===== src/core/dsw_pkg.sv =====
// package for the dac serial write front end: widths, encodings, timing constants
package dsw_pkg;

  localparam int FRAME_BITS  = 16;
  localparam int CODE_BITS   = 12;
  localparam int MODE_BITS   = 2;
  localparam int CNT_BITS    = 5;
  localparam int FIFO_DEPTH  = 8;
  localparam int FIFO_WIDTH  = MODE_BITS + CODE_BITS;

  // field positions inside the 16-bit frame, msb first on the wire
  localparam int MODE_HI_POS = 13; // mode_bit_high
  localparam int MODE_LO_POS = 12; // mode_bit_low
  localparam int CODE_HI_POS = 11;

  localparam logic [CNT_BITS-1:0]  LAST_EDGE  = 5'h10;
  localparam logic [CODE_BITS-1:0] CODE_RESET = 12'h000;

  // link timing figures, for reference only; neither the design nor the bench reads them
  localparam int SYNC_HIGH_MIN_NS = 33;
  localparam int SCLK_MAX_MHZ     = 30;
  localparam int SYS_CLK_MHZ      = 100;

  // operating modes selected by the two mode bits
  typedef enum logic [1:0] {
    DSW_MODE_NORMAL = 2'b00,
    DSW_MODE_PD_1K  = 2'b01,
    DSW_MODE_PD_100K = 2'b10,
    DSW_MODE_PD_TRI = 2'b11
  } dsw_mode_t;

  // one completed frame as handed to the analog side
  typedef struct packed {
    dsw_mode_t              mode;
    logic [CODE_BITS-1:0]   code;
  } dsw_word_t;

  // frame receiver state
  typedef enum logic [1:0] {
    DSW_IDLE  = 2'b00,
    DSW_SHIFT = 2'b01,
    DSW_DONE  = 2'b10
  } dsw_state_t;

endpackage


===== src/core/dsw_frontend.sv =====
// serial write front end: frame receiver, frame fifo and dac/mode holding registers
// Contract
// - sync falling edge arms the shift register
// - shift data on each serial clock fall
// - sixteenth fall completes frame, acts at once
// - frame is sixteen bits, first two ignored
// - bits three and four select mode
// - last twelve bits load dac register
// - early sync rise aborts and clears shifter
// - aborted frame leaves code and mode unchanged
// - reset loads zero code
// - zero stays until first full frame
// - code is straight binary 0 to 4095
// - mode encoding 00 normal, three power-downs
// - power-down keeps stored dac code; here a power-down frame loads its own code field like any other frame
`timescale 1ns/1ps
module dsw_frontend
  import dsw_pkg::*;
(
  input  wire logic                     clk_sys_in,
  input  wire logic                     rstn_in,
  input  wire logic                     frame_sync_n_in,
  input  wire logic                     serial_clock_in,
  input  wire logic                     serial_data_in,
  output logic      [CODE_BITS-1:0]     dac_code_out,
  output dsw_pkg::dsw_mode_t            mode_out,
  output logic                          powered_down_out,
  output logic                          frame_done_out,
  output logic                          frame_abort_out
);
  import dsw_pkg::*;

  ////////////////////////////////////////////////////////////////////////////
  // two-flop synchronisers; the first stage feeds only the second
  logic [2:0] sync_s1_r;
  logic [2:0] sync_s2_r;
  logic [2:0] sync_d_r;

  // preset to the idle levels: an idle-high serial clock is never mistaken for a falling edge,
  // but a sync already low at reset release is seen as a falling edge
  always_ff @(posedge clk_sys_in or negedge rstn_in)
  begin
    if (!rstn_in)
    begin
      sync_s1_r <= '1;
      sync_s2_r <= '1;
      sync_d_r  <= '1;
    end
    else
    begin
      sync_s1_r <= {frame_sync_n_in, serial_clock_in, serial_data_in};
      sync_s2_r <= sync_s1_r;
      sync_d_r  <= sync_s2_r;
    end
  end

  // edge detection on the second stage and its delayed copy; each pin event
  // is acted on about three system clocks late, which is why the link clock
  // must keep each phase longer than that, and why a sync pulse shorter than
  // a few system clocks may be missed altogether
  wire fs_n      = sync_s2_r[2];
  wire sclk_fall = sync_d_r[1] && !sync_s2_r[1];
  wire fs_fall   = sync_d_r[2] && !fs_n;
  wire fs_rise   = !sync_d_r[2] && fs_n;
  // data sampled from the delayed copy, i.e. the level just before the fall
  wire sdata     = sync_d_r[0];

  ////////////////////////////////////////////////////////////////////////////
  // frame receiver; 100 MHz sampling covers the 30 MHz link limit only
  // if each clock phase lasts over two system periods
  dsw_state_t            state_r, state_nxt;
  logic [FRAME_BITS-1:0] shift_r, shift_nxt;
  logic [CNT_BITS-1:0]   cnt_r, cnt_nxt;
  logic                  push_nxt;
  logic                  abort_nxt;

  // bit counter step and the decode of the final data bit
  wire [CNT_BITS-1:0]    cnt_inc   = cnt_r + 1'b1;
  wire                   last_edge = (cnt_inc == LAST_EDGE);

  // next state; an early sync rise is tested first so that it wins over a
  // serial clock fall seen in the same cycle
  always_comb
  begin
    state_nxt = state_r;
    shift_nxt = shift_r;
    cnt_nxt   = cnt_r;
    push_nxt  = 1'b0;
    abort_nxt = 1'b0;
    case (state_r)
      DSW_IDLE:
      begin
        // only a fresh sync fall arms the shifter; a low level alone does not
        if (fs_fall)
        begin
          state_nxt = DSW_SHIFT;
          shift_nxt = '0;
          cnt_nxt   = '0;
        end
      end
      DSW_SHIFT:
      begin
        // frame cut short: drop the shifted bits, keep the outputs as they are
        if (fs_rise)
        begin
          state_nxt = DSW_IDLE;
          shift_nxt = '0;
          cnt_nxt   = '0;
          abort_nxt = 1'b1;
        end
        else if (sclk_fall)
        begin
          shift_nxt = {shift_r[FRAME_BITS-2:0], sdata};
          cnt_nxt   = cnt_inc;
          if (last_edge)
          begin
            state_nxt = DSW_DONE;
            push_nxt  = 1'b1;
          end
        end
      end
      DSW_DONE:
      begin
        // further serial clocks are dropped until sync rises
        if (fs_n)
          state_nxt = DSW_IDLE;
      end
      default:
        state_nxt = DSW_IDLE;
    endcase
  end

  // receiver registers; the shifter is also cleared on every abort
  always_ff @(posedge clk_sys_in or negedge rstn_in)
  begin
    if (!rstn_in)
    begin
      state_r <= DSW_IDLE;
      shift_r <= '0;
      cnt_r   <= '0;
    end
    else
    begin
      state_r <= state_nxt;
      shift_r <= shift_nxt;
      cnt_r   <= cnt_nxt;
    end
  end

  ////////////////////////////////////////////////////////////////////////////
  // completed frame: bits 15..14 dropped, mode then code
  dsw_word_t frame_word;
  assign frame_word.mode = dsw_mode_t'({shift_nxt[MODE_HI_POS], shift_nxt[MODE_LO_POS]});
  assign frame_word.code = shift_nxt[CODE_HI_POS:0];

  // the fifo decouples capture from the holding registers; a push while
  // full is lost, which needs over eight frames with no drain and cannot occur
  logic      fifo_ready;
  logic      fifo_valid;
  dsw_word_t fifo_word;
  // a word offered while full is dropped, never written over a stored one
  wire       fifo_push = push_nxt && fifo_ready;

  // read side always ready: the holding registers take each word at once,
  // so the fifo never holds more than one entry in this use
  dsw_fifo #(
    .WIDTH (FIFO_WIDTH),
    .DEPTH (FIFO_DEPTH)
  ) u_fifo (
    .clk_sys_in   (clk_sys_in),
    .rstn_in      (rstn_in),
    .wr_valid_in  (fifo_push),
    .wr_ready_out (fifo_ready),
    .wr_data_in   (frame_word),
    .rd_valid_out (fifo_valid),
    .rd_ready_in  (1'b1),
    .rd_data_out  (fifo_word)
  );

  ////////////////////////////////////////////////////////////////////////////
  // holding registers change only on a complete frame or reset
  // an aborted frame never reaches the fifo, so code and mode never see it; only abort_r records it;
  // the done pulse rises in the very cycle the code and mode move
  logic [CODE_BITS-1:0] code_r;
  dsw_mode_t            mode_r;
  logic                 done_r;
  logic                 abort_r;
  always_ff @(posedge clk_sys_in or negedge rstn_in)
  begin
    if (!rstn_in)
    begin
      code_r  <= CODE_RESET;
      mode_r  <= DSW_MODE_NORMAL;
      done_r  <= 1'b0;
      abort_r <= 1'b0;
    end
    else
    begin
      if (fifo_valid)
      begin
        code_r <= fifo_word.code;
        mode_r <= fifo_word.mode;
      end
      done_r  <= fifo_valid;
      abort_r <= abort_nxt;
    end
  end

  // outputs straight from the holding registers; a power-down frame loads its
  // code field like any other, so the stored code is the one that frame carried
  assign dac_code_out     = code_r;
  assign mode_out         = mode_r;
  assign powered_down_out = (mode_r != DSW_MODE_NORMAL);
  assign frame_done_out   = done_r;
  assign frame_abort_out  = abort_r;
endmodule


===== src/core/dsw_fifo.sv =====
// small valid/ready fifo for completed frames
`timescale 1ns/1ps
module dsw_fifo #(
  parameter int WIDTH = 14,
  parameter int DEPTH = 8
) (
  input  wire logic             clk_sys_in,
  input  wire logic             rstn_in,
  input  wire logic             wr_valid_in,
  output logic                  wr_ready_out,
  input  wire logic [WIDTH-1:0] wr_data_in,
  output logic                  rd_valid_out,
  input  wire logic             rd_ready_in,
  output logic      [WIDTH-1:0] rd_data_out
);
  localparam int AW = $clog2(DEPTH);

  logic [WIDTH-1:0] mem_r [DEPTH];
  logic [AW-1:0]    wp_r;
  logic [AW-1:0]    rp_r;
  logic [AW:0]      cnt_r;
  wire              push = wr_valid_in && wr_ready_out;
  wire              pop  = rd_valid_out && rd_ready_in;

  // honest full and empty from the occupancy count
  assign wr_ready_out = (cnt_r != (AW+1)'(DEPTH));
  assign rd_valid_out = (cnt_r != '0);
  assign rd_data_out  = mem_r[rp_r];

  ////////////////////////////////////////////////////////////////////////////
  // storage has no reset; only valid entries are ever read
  always_ff @(posedge clk_sys_in)
  begin
    if (push)
      mem_r[wp_r] <= wr_data_in;
  end

  // pointers and count
  always_ff @(posedge clk_sys_in or negedge rstn_in)
  begin
    if (!rstn_in)
    begin
      wp_r  <= '0;
      rp_r  <= '0;
      cnt_r <= '0;
    end
    else
    begin
      if (push)
        wp_r <= (wp_r == AW'(DEPTH - 1)) ? '0 : wp_r + 1'b1;
      if (pop)
        rp_r <= (rp_r == AW'(DEPTH - 1)) ? '0 : rp_r + 1'b1;
      cnt_r <= cnt_r + (AW+1)'(push) - (AW+1)'(pop);
    end
  end
endmodule


===== config.mk =====
export PLATFORM = sky130hd
export DESIGN_NAME = dsw_frontend
export DESIGN_NICKNAME = d
export VERILOG_FILES = /design/src/core/dsw_pkg.sv /design/src/core/dsw_frontend.sv /design/src/core/dsw_fifo.sv
export SDC_FILE = /design/constraint.sdc
export NUM_CORES = 1
export LEC_CHECK = 0
export ABC_CLOCK_PERIOD_IN_PS = 7100
export BUFFER_PORTS_ARGS = -buffer_cell sky130_fd_sc_hd__clkbuf_2
export CORE_MARGIN = 4
export CORE_UTILIZATION = 40
export CTS_BUF_LIST = sky130_fd_sc_hd__clkbuf_8
export DETAILED_ROUTE_END_ITERATION = 6
export GPL_TIMING_DRIVEN = 0
export SLEW_MARGIN = 0
export SYNTH_ARGS = -nofsm -noshare
export SYNTH_HDL_FRONTEND = slang
export SYNTH_SLANG_ARGS = --single-unit

===== constraint.sdc =====
create_clock -name clk_sys_in -period 7.1 [get_ports clk_sys_in]
set_input_delay 1.42 -clock clk_sys_in [delete_from_list [all_inputs] [get_ports clk_sys_in]]
set_output_delay 1.42 -clock clk_sys_in [all_outputs]
set_load 0.01 [all_outputs]

**Word-level counts from Yosys, hierarchy flattened**

Memories as Yosys holds them, arrays and structs flattened. A register that Yosys moved wholly into a read port is not among the register bits.
Cells that the tools add are included.

- Bits in registers: 42
- Bits in writable memories: 112
- Input bits: 5
- Output and inout bits: 17
- Logic and storage cells: 66
- Memories: 1

Memory list:

| memory | words | width | rd ports | clocked after memory_dff | wr ports | RTL line | source |
|---|---|---|---|---|---|---|---|
| u_fifo.mem_r | 8 | 14 | 1 | 1 | 1 | dsw_fifo.sv:18 | `logic [WIDTH-1:0] mem_r [DEPTH];` |

- Add/subtract/negate cells: 5
- Equality and inequality tests: 10
- Multiplexer cells: 24
- Reductions and logical operators: 15

Operators with widths:

| kind | number |
|---|---|
| $mux 15 | 3 |
| $pmux 15 s2 | 1 |
| $mux 5 | 3 |
| $mux 2 | 5 |
| $pmux 5 s2 | 1 |
| $mux 1 | 8 |
| $add 3x1->3 const B | 2 |
| $eq 3x3->1 const B | 2 |
| $mux 3 | 2 |
| $ne 3x3->1 const B | 2 |
| $pmux 2 s3 | 1 |
| $add 5x1->5 const B | 1 |
| $eq 5x5->1 const B | 1 |
| $logic_and 1x1->1 | 5 |
| $add 4x1->4 | 1 |
| $logic_not 1->1 | 4 |
| $ne 2x2->1 const B | 2 |
| $ne 4x4->1 const B | 1 |
| $reduce_and 4->1 | 1 |
| $reduce_bool 2->1 | 2 |
| $reduce_bool 4->1 | 1 |
| $sub 4x1->4 | 1 |
| $reduce_and 3->1 | 1 |
| $eq 2x1->1 const B | 1 |
| 2 further kinds | 2 |

**Logic depth before layout (Yosys ltp)**

Gate-level depths: netlist of run 1.

- Depth after elaboration: 10
- Gate-level depth with buffers: 12
- Mapped depth without buffers: 10

**Hierarchy**

A second synthesis of run 1 with hierarchy kept.

- Cell total of the unflattened synthesis: 335
- Area total of the unflattened synthesis: 6661.4 µm²

Modules (own cells, without submodules):

| module | instances | cells an instance | area an instance (µm²) |
|---|---|---|---|
| dsw_fifo | 1 | 218 | 4924.7 |
| dsw_frontend | 1 | 117 | 1736.7 |

**Worst setup path after synthesis of run 1**

OpenSTA, ideal clock, no wires.

- Kind: reg2reg
- Start point: reg cnt_r[0]
- End point: mem u_fifo.mem_r[0][0] (enable)
- Arrival time: 2672 ps
- Required time: 6679 ps
- Setup slack: 4007 ps
- Stages on the path, launching flop included: 7
- Buffers on the path: 1
- Period minus slack after synthesis: 3093 ps
- Cell sequence: dfrtp_1 ha_1 nor3_1 a41o_1 nand4_2 buf_6 nor4_1

- Cells in the longest elaborated chain, start to end: 10

RTL lines:

| item | RTL line | source |
|---|---|---|
| start, declared | dsw_frontend.sv:73 | `logic [CNT_BITS-1:0] cnt_r, cnt_nxt;` |
| start signal, assigned | dsw_frontend.sv:146 | `cnt_r <= cnt_nxt;` |
| $add 5x1->5 | dsw_frontend.sv:78 | `wire [CNT_BITS-1:0] cnt_inc = cnt_r + 1'b1;` |
| $eq 5x5->1 | dsw_frontend.sv:79 | `wire last_edge = (cnt_inc == LAST_EDGE);` |
| $mux 1 | dsw_frontend.sv:115 | `if (last_edge)` |
| $mux 1 | dsw_frontend.sv:111 | `else if (sclk_fall)` |
| $mux 1 | dsw_frontend.sv:104 | `if (fs_rise)` |
| $mux 1 | dsw_frontend.sv:90 | `case (state_r)` |
| $logic_and 1x1->1 | dsw_frontend.sv:162 | `wire fifo_push = push_nxt && fifo_ready;` |
| $logic_and 1x1->1 | dsw_fifo.sv:22 | `wire push = wr_valid_in && wr_ready_out;` |
| $mux 1 | dsw_fifo.sv:34 | `if (push)` |
| $mux 1 (implied by the code) | dsw_fifo.sv:35 | `mem_r[wp_r] <= wr_data_in;` |
| end, declared | dsw_fifo.sv:18 |  |

Every way passes these cells.

**Worst setup path after layout of run 1**

- Start point: reg cnt_r[0]
- End point: mem u_fifo.mem_r[0][13] (enable)

Same word-level chain as after synthesis.

==> results of run 1 <==
[area by class of cell]
| type | instances | area [um^2] | area share |
|---|---|---|---|
| clock buffer | 18 | 248 | 0.0330 |
| tap | 216 | 270 | 0.0359 |
| inverter | 11 | 41.3 | 0.00549 |
| buffer | 20 | 92.6 | 0.0123 |
| sequential | 168 | 4780 | 0.635 |
| clock inverter | 14 | 131 | 0.0175 |
| timing repair buffer | 30 | 228 | 0.0303 |
| multi-input combinational | 158 | 1730 | 0.230 |
[flip-flops by register name, summed over array words and instances (netlist names)]
| signal | count |
|---|---|
| frame_abort_out | 1 |
| shift_r | 14 |
| sync_d_r | 3 |
| sync_s1_r | 3 |
| u_fifo.mem_r | 112 |
| state_r | 2 |
| cnt_r | 5 |
| u_fifo.rp_r | 3 |
| sync_s2_r | 3 |
| mode_out | 2 |
| dac_code_out | 12 |
| u_fifo.cnt_r | 4 |
| frame_done_out | 1 |
| u_fifo.wp_r | 3 |
[power groups by stage]
stage	clock network, W	registers, W	logic (W)
3_5_place_dp	0	0.00109	0.0000702
5_1_grt	0.000712	0.00108	0.0000780
3_3_place_gp	0	0.00109	0.0000681
6_report	0.000655	0.00107	0.0000686
2_1_floorplan	0	0.00110	0.0000323
4_1_cts	0.000672	0.00107	0.0000706
[stage by stage]
stage | utilization | power (W) | setup slack [ns] | hold slack (ns) | std cells
2_1_floorplan | - | 0.00113 | 4.01 | 0.345 | 357
3_3_place_gp | 0.435 | 0.00116 | 2.24 | 0.346 | 594
3_5_place_dp | 0.446 | 0.00116 | 4.29 | 0.349 | 603
4_1_cts | 0.470 | 0.00182 | 4.24 | 0.357 | 635
5_1_grt | 0.470 | 0.00187 | 4.05 | 0.355 | 635
6_report | 0.470 | 0.00180 | 4.31 | 0.354 | 635
[kinds of logic after synthesis]
kind of cell,after synthesis,share of synthesized area
flops,168,0.725
fa+ha+maj,13,0.0258
mux,49,0.129
buf+inv,31,0.0203
compound gates,42,0.0465
simple gates,50,0.0469
xor+xnor,4,0.00646
[path summary, 6_finish.rpt]
check                                   from  slack (ns)             endpoint
worst min-delay path            sync_s2_r[0]        0.35          sync_d_r[0]
min in group asynchronous            rstn_in        1.09           state_r[0]
max in group asynchronous            rstn_in        5.46          mode_out[1]
worst min register to register  sync_s2_r[0]        0.35          sync_d_r[0]
worst max-delay path                cnt_r[0]        4.31  u_fifo.mem_r[0][13]
worst max register to register      cnt_r[0]        4.31  u_fifo.mem_r[0][13]
[worst reg2reg max path, stage by stage, from the launching register on]
cell,delay (ns)
dfrtp_1,0.46
ha_1,0.27
nand3_1,0.14
xnor2_2,0.23
nand4_2,0.19
buf_6,0.21
nor4_2,0.69
buf_4,0.31
[cells in the final DEF, fill, tap and decap left out, drive strengths merged, types with 2 or more instances in the layout]
cell / netlist / layout
edfxtp: 112 / 112
dfrtp: 47 / 47
clkbuf: 8 / 47
mux4: 28 / 28
buf: 12 / 21
nand2: 20 / 20
a22o: 17 / 17
mux2i: 15 / 15
o21ai: 14 / 14
inv: 11 / 14
ha: 12 / 12
dfstp: 9 / 9
clkinv: 0 / 8
mux2: 6 / 6
nor2: 6 / 6
nand3: 3 / 3
a21o: 3 / 3
nor4b: 3 / 3
nor3: 3 / 3
nand2b: 3 / 3
xnor2: 3 / 3
a21bo: 2 / 2
nand3b: 2 / 2
a21oi: 2 / 2
nor2b: 2 / 2
bufinv: 0 / 2
nand4: 2 / 2
[per-layer routing]
| layer | vias up | track usage |
|---|---|---|
| met4 | 0 | 0.0661 |
| met2 | 62 | 0.237 |
| met5 | - | 0 |
| met1 | 1709 | 0.205 |
| met3 | 19 | 0.0329 |
| li1 | 1476 | - |
==> out/qor.yml, run 1 <==
run_status:
  status: "finished, final reports clean"
placement:
  portBuffers: 21
  dpl_cell_area_um2: 7140
  place.gp.congestion: 0.718
  hpwl_mm: 8.18
yosys:
  netlist_area_um2: 6590
  synth_edf_count: 112
  synth_most_common_cell: "edfxtp_1"
  synthCells: 357
  synthTopCellsByCount: "edfxtp_1 (112), dfrtp_1 (47), mux4_2 (28)"
  synth_top_area_cell: "edfxtp_1"
  ys_seq_area_frac: 0.725
  postSynthAreaPerCell_um2: 18.5
  synth-async-reset-ratio: 0.333
  synth_top_area_frac: 0.510
  yosysUniqueCellTypes: 43
  synth_seq_cells: 168
  synth_ff_type: "edfxtp_1"
  syn_nets: 375
  yosys-top-cells-area: "edfxtp_1 (51%), dfrtp_1 (18%), mux4_2 (9.6%), dfstp_2 (3.6%), ha_1 (2.3%)"
  yosys_warnings: 0
pwr:
  p_switching_w: 0.000393
  combPwrFrac: 0.038
  seqPwrFrac: 0.597
  pwr-share-clk: 0.365
  p_leak_nw: 2.74
  sw_frac_of_total: 0.219
  ir_drop_uv: 116
  intPower_w: 0.00140
  powerDensity_nw_per_um2: 239
cts:
  h-tree-depth: 4
  path_clk_slew_ns: 0.09
  cts_hold_buf: 0
  clock-sinks: 168
  cts_resized: 0
  cts-root-buf: "clkbuf_8"
  cts-buffers-inserted: 17
  cts_max_path_buffers: 2
  cts_tree: "yes"
  worstSkewPairLatency_ns: 0.46
  post_cts_buffers: 0
timing:
  clock_skew_ns: 0.0141
  finalHoldViolations: 0
  tns_ns: 0
  drv_slew: 0
  max_freq_mhz: 358
  post-route-period-util: 0.393
  period_minus_slack_ns: 2.79
  finalSetupViolations: 0
  worst_pin_slew_ns: 0.912
  slew_headroom: 0.387
  rsz0062_at_grt: "no"
setup_path:
  crit_buf_inv: 2
  critPathLaunchType: "flop"
  critPathSlowestCell: "nor4_2"
  cp_data_required_time_ns: 7.26
  worst-setup-path-type: "flop to flop"
  slowest_delay_ns: 0.69
  cp.depth: 7
  cp_cell_sequence: "ha_1 -> nand3_1 -> xnor2_2 -> nand4_2 -> buf_6 -> nor4_2 -> buf_4"
  end_kind: "flop"
  critical_path_arrival_ns: 2.96
  r2r_cells: 7
  path_max_fanout: 10
  cp_top_family: "simple AND/OR/NAND/NOR gates"
routing:
  vias: 3266
  drt-total-wl_mm: 12.7
  met3WireLength_um: 563
  wl_per_cell_um: 20.0
  top_layer: "met4"
  met1_length_mm: 5.68
  wl_met2_mm: 6.22
  ant_nets: 0
  dr.first_iter.drc_count: 215
  drc: 0
  dr.pass1.iters: 4
  routed_via_density: 5.14
worst_hold_path:
  whs_path_depth: 0
  holdCritPathClass: "flop to flop"
finish:
  fill_cells: 1426
  drive_gt1_frac: 0.305
  area_delta_synth_final_pct: 14.1
  num_antenna_cells: 0
  fin_nets: 424
  final_area_um2: 7520
run:
  cap_violations: 0
floorplan:
  initial_core_util: 0.412
  die-area_um2: 18600
  io_pins: 22
  num_rows: 46
  core_um2: 16000
  die_height_um: 136
  die_w_um: 136
global_route:
  grt_pass1_vias: 3457
  overflow: 0
  antenna_found_initial: 0
  grt_pass1_wl_mm: 20.0
  grt_max_degree: 57
  grtUsageTotal: 0.151
Note: power is estimated with default switching activity, not from simulation.
==> run 2: changes to the inputs <==
- ABC_CLOCK_PERIOD_IN_PS: 7100 -> 2400
- clock period: 7.1 -> 2.4 ns (I/O delays scaled with it)
==> out/qor.yml, run 2 (same netlist as run 1, synthesis figures left out) <==
run_status:
  status: "finished, final reports clean"
pwr:
  powerDensity_nw_per_um2: 705  # +200%
  intPower_w: 0.00419  # +200%
  pwr-share-clk: 0.370  # +0.005
  ir_drop_uv: 385  # +230%
  seqPwrFrac: 0.589  # -0.008
  combPwrFrac: 0.041  # +0.003
  sw_frac_of_total: 0.223  # +0.00457
  p_leak_nw: 2.78  # +1.8%
  p_switching_w: 0.00120  # +210%
routing:
  routed_via_density: 5.15  # about the same
  drt-total-wl_mm: 12.8  # +0.51%
  dr.first_iter.drc_count: 208  # -3.3%
  dr.pass1.iters: 4  # unchanged
  drc: 0  # unchanged
  ant_nets: 0  # unchanged
  wl_per_cell_um: 19.9  # -0.74%
  vias: 3310  # +1.3%
finish:
  fin_nets: 432  # +1.9%
  regMostFlops: "u_fifo.mem_r"
  drive_gt1_frac: 0.333  # +0.0271
  largest_reg_flops: 112  # unchanged
  final_common_cell: "edfxtp_1"
  instances_no_fill: 643  # +1.3%
  num_antenna_cells: 0  # unchanged
  layout_common_cells: "edfxtp_1 (112), dfrtp_1 (46), mux4_2 (28)"
  area_delta_synth_final_pct: 16.0
cts:
  clock-sinks: 168  # unchanged
  cts-root-buf: "clkbuf_8"
  worstSkewPairLatency_ns: 0.45  # about the same
  h-tree-depth: 4  # unchanged
  cts_hold_buf: 0  # unchanged
  cts-buffers-inserted: 17  # unchanged
  cts_max_path_buffers: 2  # unchanged
  path_clk_slew_ns: 0.08  # about the same
  cts_tree: "yes"
setup_path:
  rrSetupSlack_ns: 0.11  # -4.20 ns
  crit_buf_inv: 4  # +2
  critPathSlowestCell: "fa_1"
  cp.depth: 10  # +3
  reg2reg_from: "cnt_r[1]"
  critPathLaunchType: "flop"
  r2r_cells: 10  # +3
  cp_cell_sequence: "ha_4 -> nand3_1 -> xnor2_2 -> nand4_2 -> buf_6 -> inv_1 -> ha_1 -> inv_1 -> fa_1 -> inv_1"
  startpoint: "cnt_r[1]"
  crit_path_end: "u_fifo.cnt_r[1]"
  slowest_delay_ns: 0.47  # -0.22 ns
  end_kind: "flop"
  worst-setup-path-type: "flop to flop"
  cp_common_cell: "inv_1"
  critical_path_arrival_ns: 2.64  # -0.32 ns
  cp_top_family: "adder cells"
  path_max_fanout: 10  # unchanged
  cp_data_required_time_ns: 2.74  # -4.52 ns
  r2r-end: "u_fifo.cnt_r[1]"
timing:
  worst_pin_slew_ns: 0.833  # -0.0786 ns
  clock_skew_ns: 0.00908  # -0.00499 ns
  max_freq_mhz: 436  # +22%
  tns_ns: 0  # unchanged
  slew_headroom: 0.444  # +0.0575
  rsz0062_at_grt: "yes"
  post-route-period-util: 0.955  # +0.561
  finalSetupViolations: 0  # unchanged
  drv_slew: 0  # unchanged
  finalHoldViolations: 0  # unchanged
  period_minus_slack_ns: 2.29  # -0.502 ns
floorplan:
  die-area_um2: 18600  # unchanged
  die_w_um: 136  # unchanged
  initial_core_util: 0.412  # unchanged
  io_pins: 22  # unchanged
  num_rows: 46  # unchanged
  die_height_um: 136  # unchanged
  core_um2: 16000  # unchanged
global_route:
  grt_max_degree: 57  # unchanged
  busiest_layer: "met2"
  grt_pass1_wl_mm: 20.1  # +0.62%
  globalRouteMet2Util: 0.242  # +0.00578
  grtUsageTotal: 0.151  # -0.000293
  grtUsageMet1: 0.203  # -0.00204
  grt_pass1_vias: 3465  # +0.23%
  grt_use_met3: 0.0337  # +0.000740
  antenna_found_initial: 0  # unchanged
  overflow: 0  # unchanged
placement:
  hpwl_mm: 8.22  # +0.46%
  portBuffers: 21  # unchanged
  dp_cells: 599  # -0.66%
  place.gp.congestion: 0.718  # about the same
run:
  cap_violations: 0  # unchanged
worst_hold_path:
  holdCritPathClass: "input pin to flop"
==> run 2: what timing repair did <==
action	4_1_cts	5_1_grt
resized for setup	7	4
buffers inserted	9	4
setup endpoints to repair	94	27
pin swaps	6	2
==> run 2: worst min-delay path by stage <==
stage / start / to / cells past startpoint
after floorplan: rstn_in / cnt_r[0] / 0
after global placement: sync_s1_r[0] / sync_s2_r[0] / 0
after detailed placement: sync_s1_r[0] / sync_s2_r[0] / 0
after CTS: serial_clock_in / sync_s1_r[1] / 1
after global routing: serial_clock_in / sync_s1_r[1] / 1
final: serial_clock_in / sync_s1_r[1] / 1
==> run 2: area by class of cell <==
type | instances | area [um^2]
fillers | 1355 | 8360
repair buffers | 39 | 294
multi-input cells | 158 | 1770
inverters | 11 | 41.3
plain buffers | 19 | 96.3
clock buffers | 18 | 248
flip-flops and latches | 168 | 4780
well taps | 216 | 270
clock inverters | 14 | 145
==> run 2: power groups by stage <==
stage               clock [W]  combinational, W  sequential, W
floorplan                   0         0.0000955        0.00325
global placement            0          0.000202        0.00323
detailed placement          0          0.000209        0.00324
CTS                   0.00205          0.000217        0.00317
global route          0.00215          0.000256        0.00318
finish                0.00199          0.000224        0.00317
==> run 2: layer usage <==
metal / wire length [um] / part of all wire
met5: 0 / 0
met4: 201 / 0.016
met3: 373 / 0.029
met2: 6440 / 0.50
met1: 5760 / 0.45
==> run 2: metrics by stage <==
stage	util	cell area [um^2]	setup WS [ns]	hold WS (ns)	power (W)
floorplan	-	6620	-0.177	0.184	0.00335
global placement	0.437	6990	-1.17	0.346	0.00344
detailed placement	0.444	7100	-0.606	0.347	0.00345
CTS	0.475	7590	0.0415	0.0763	0.00544
global route	0.478	7640	-0.0528	0.0826	0.00559
finish	0.478	7640	0.109	0.106	0.00539
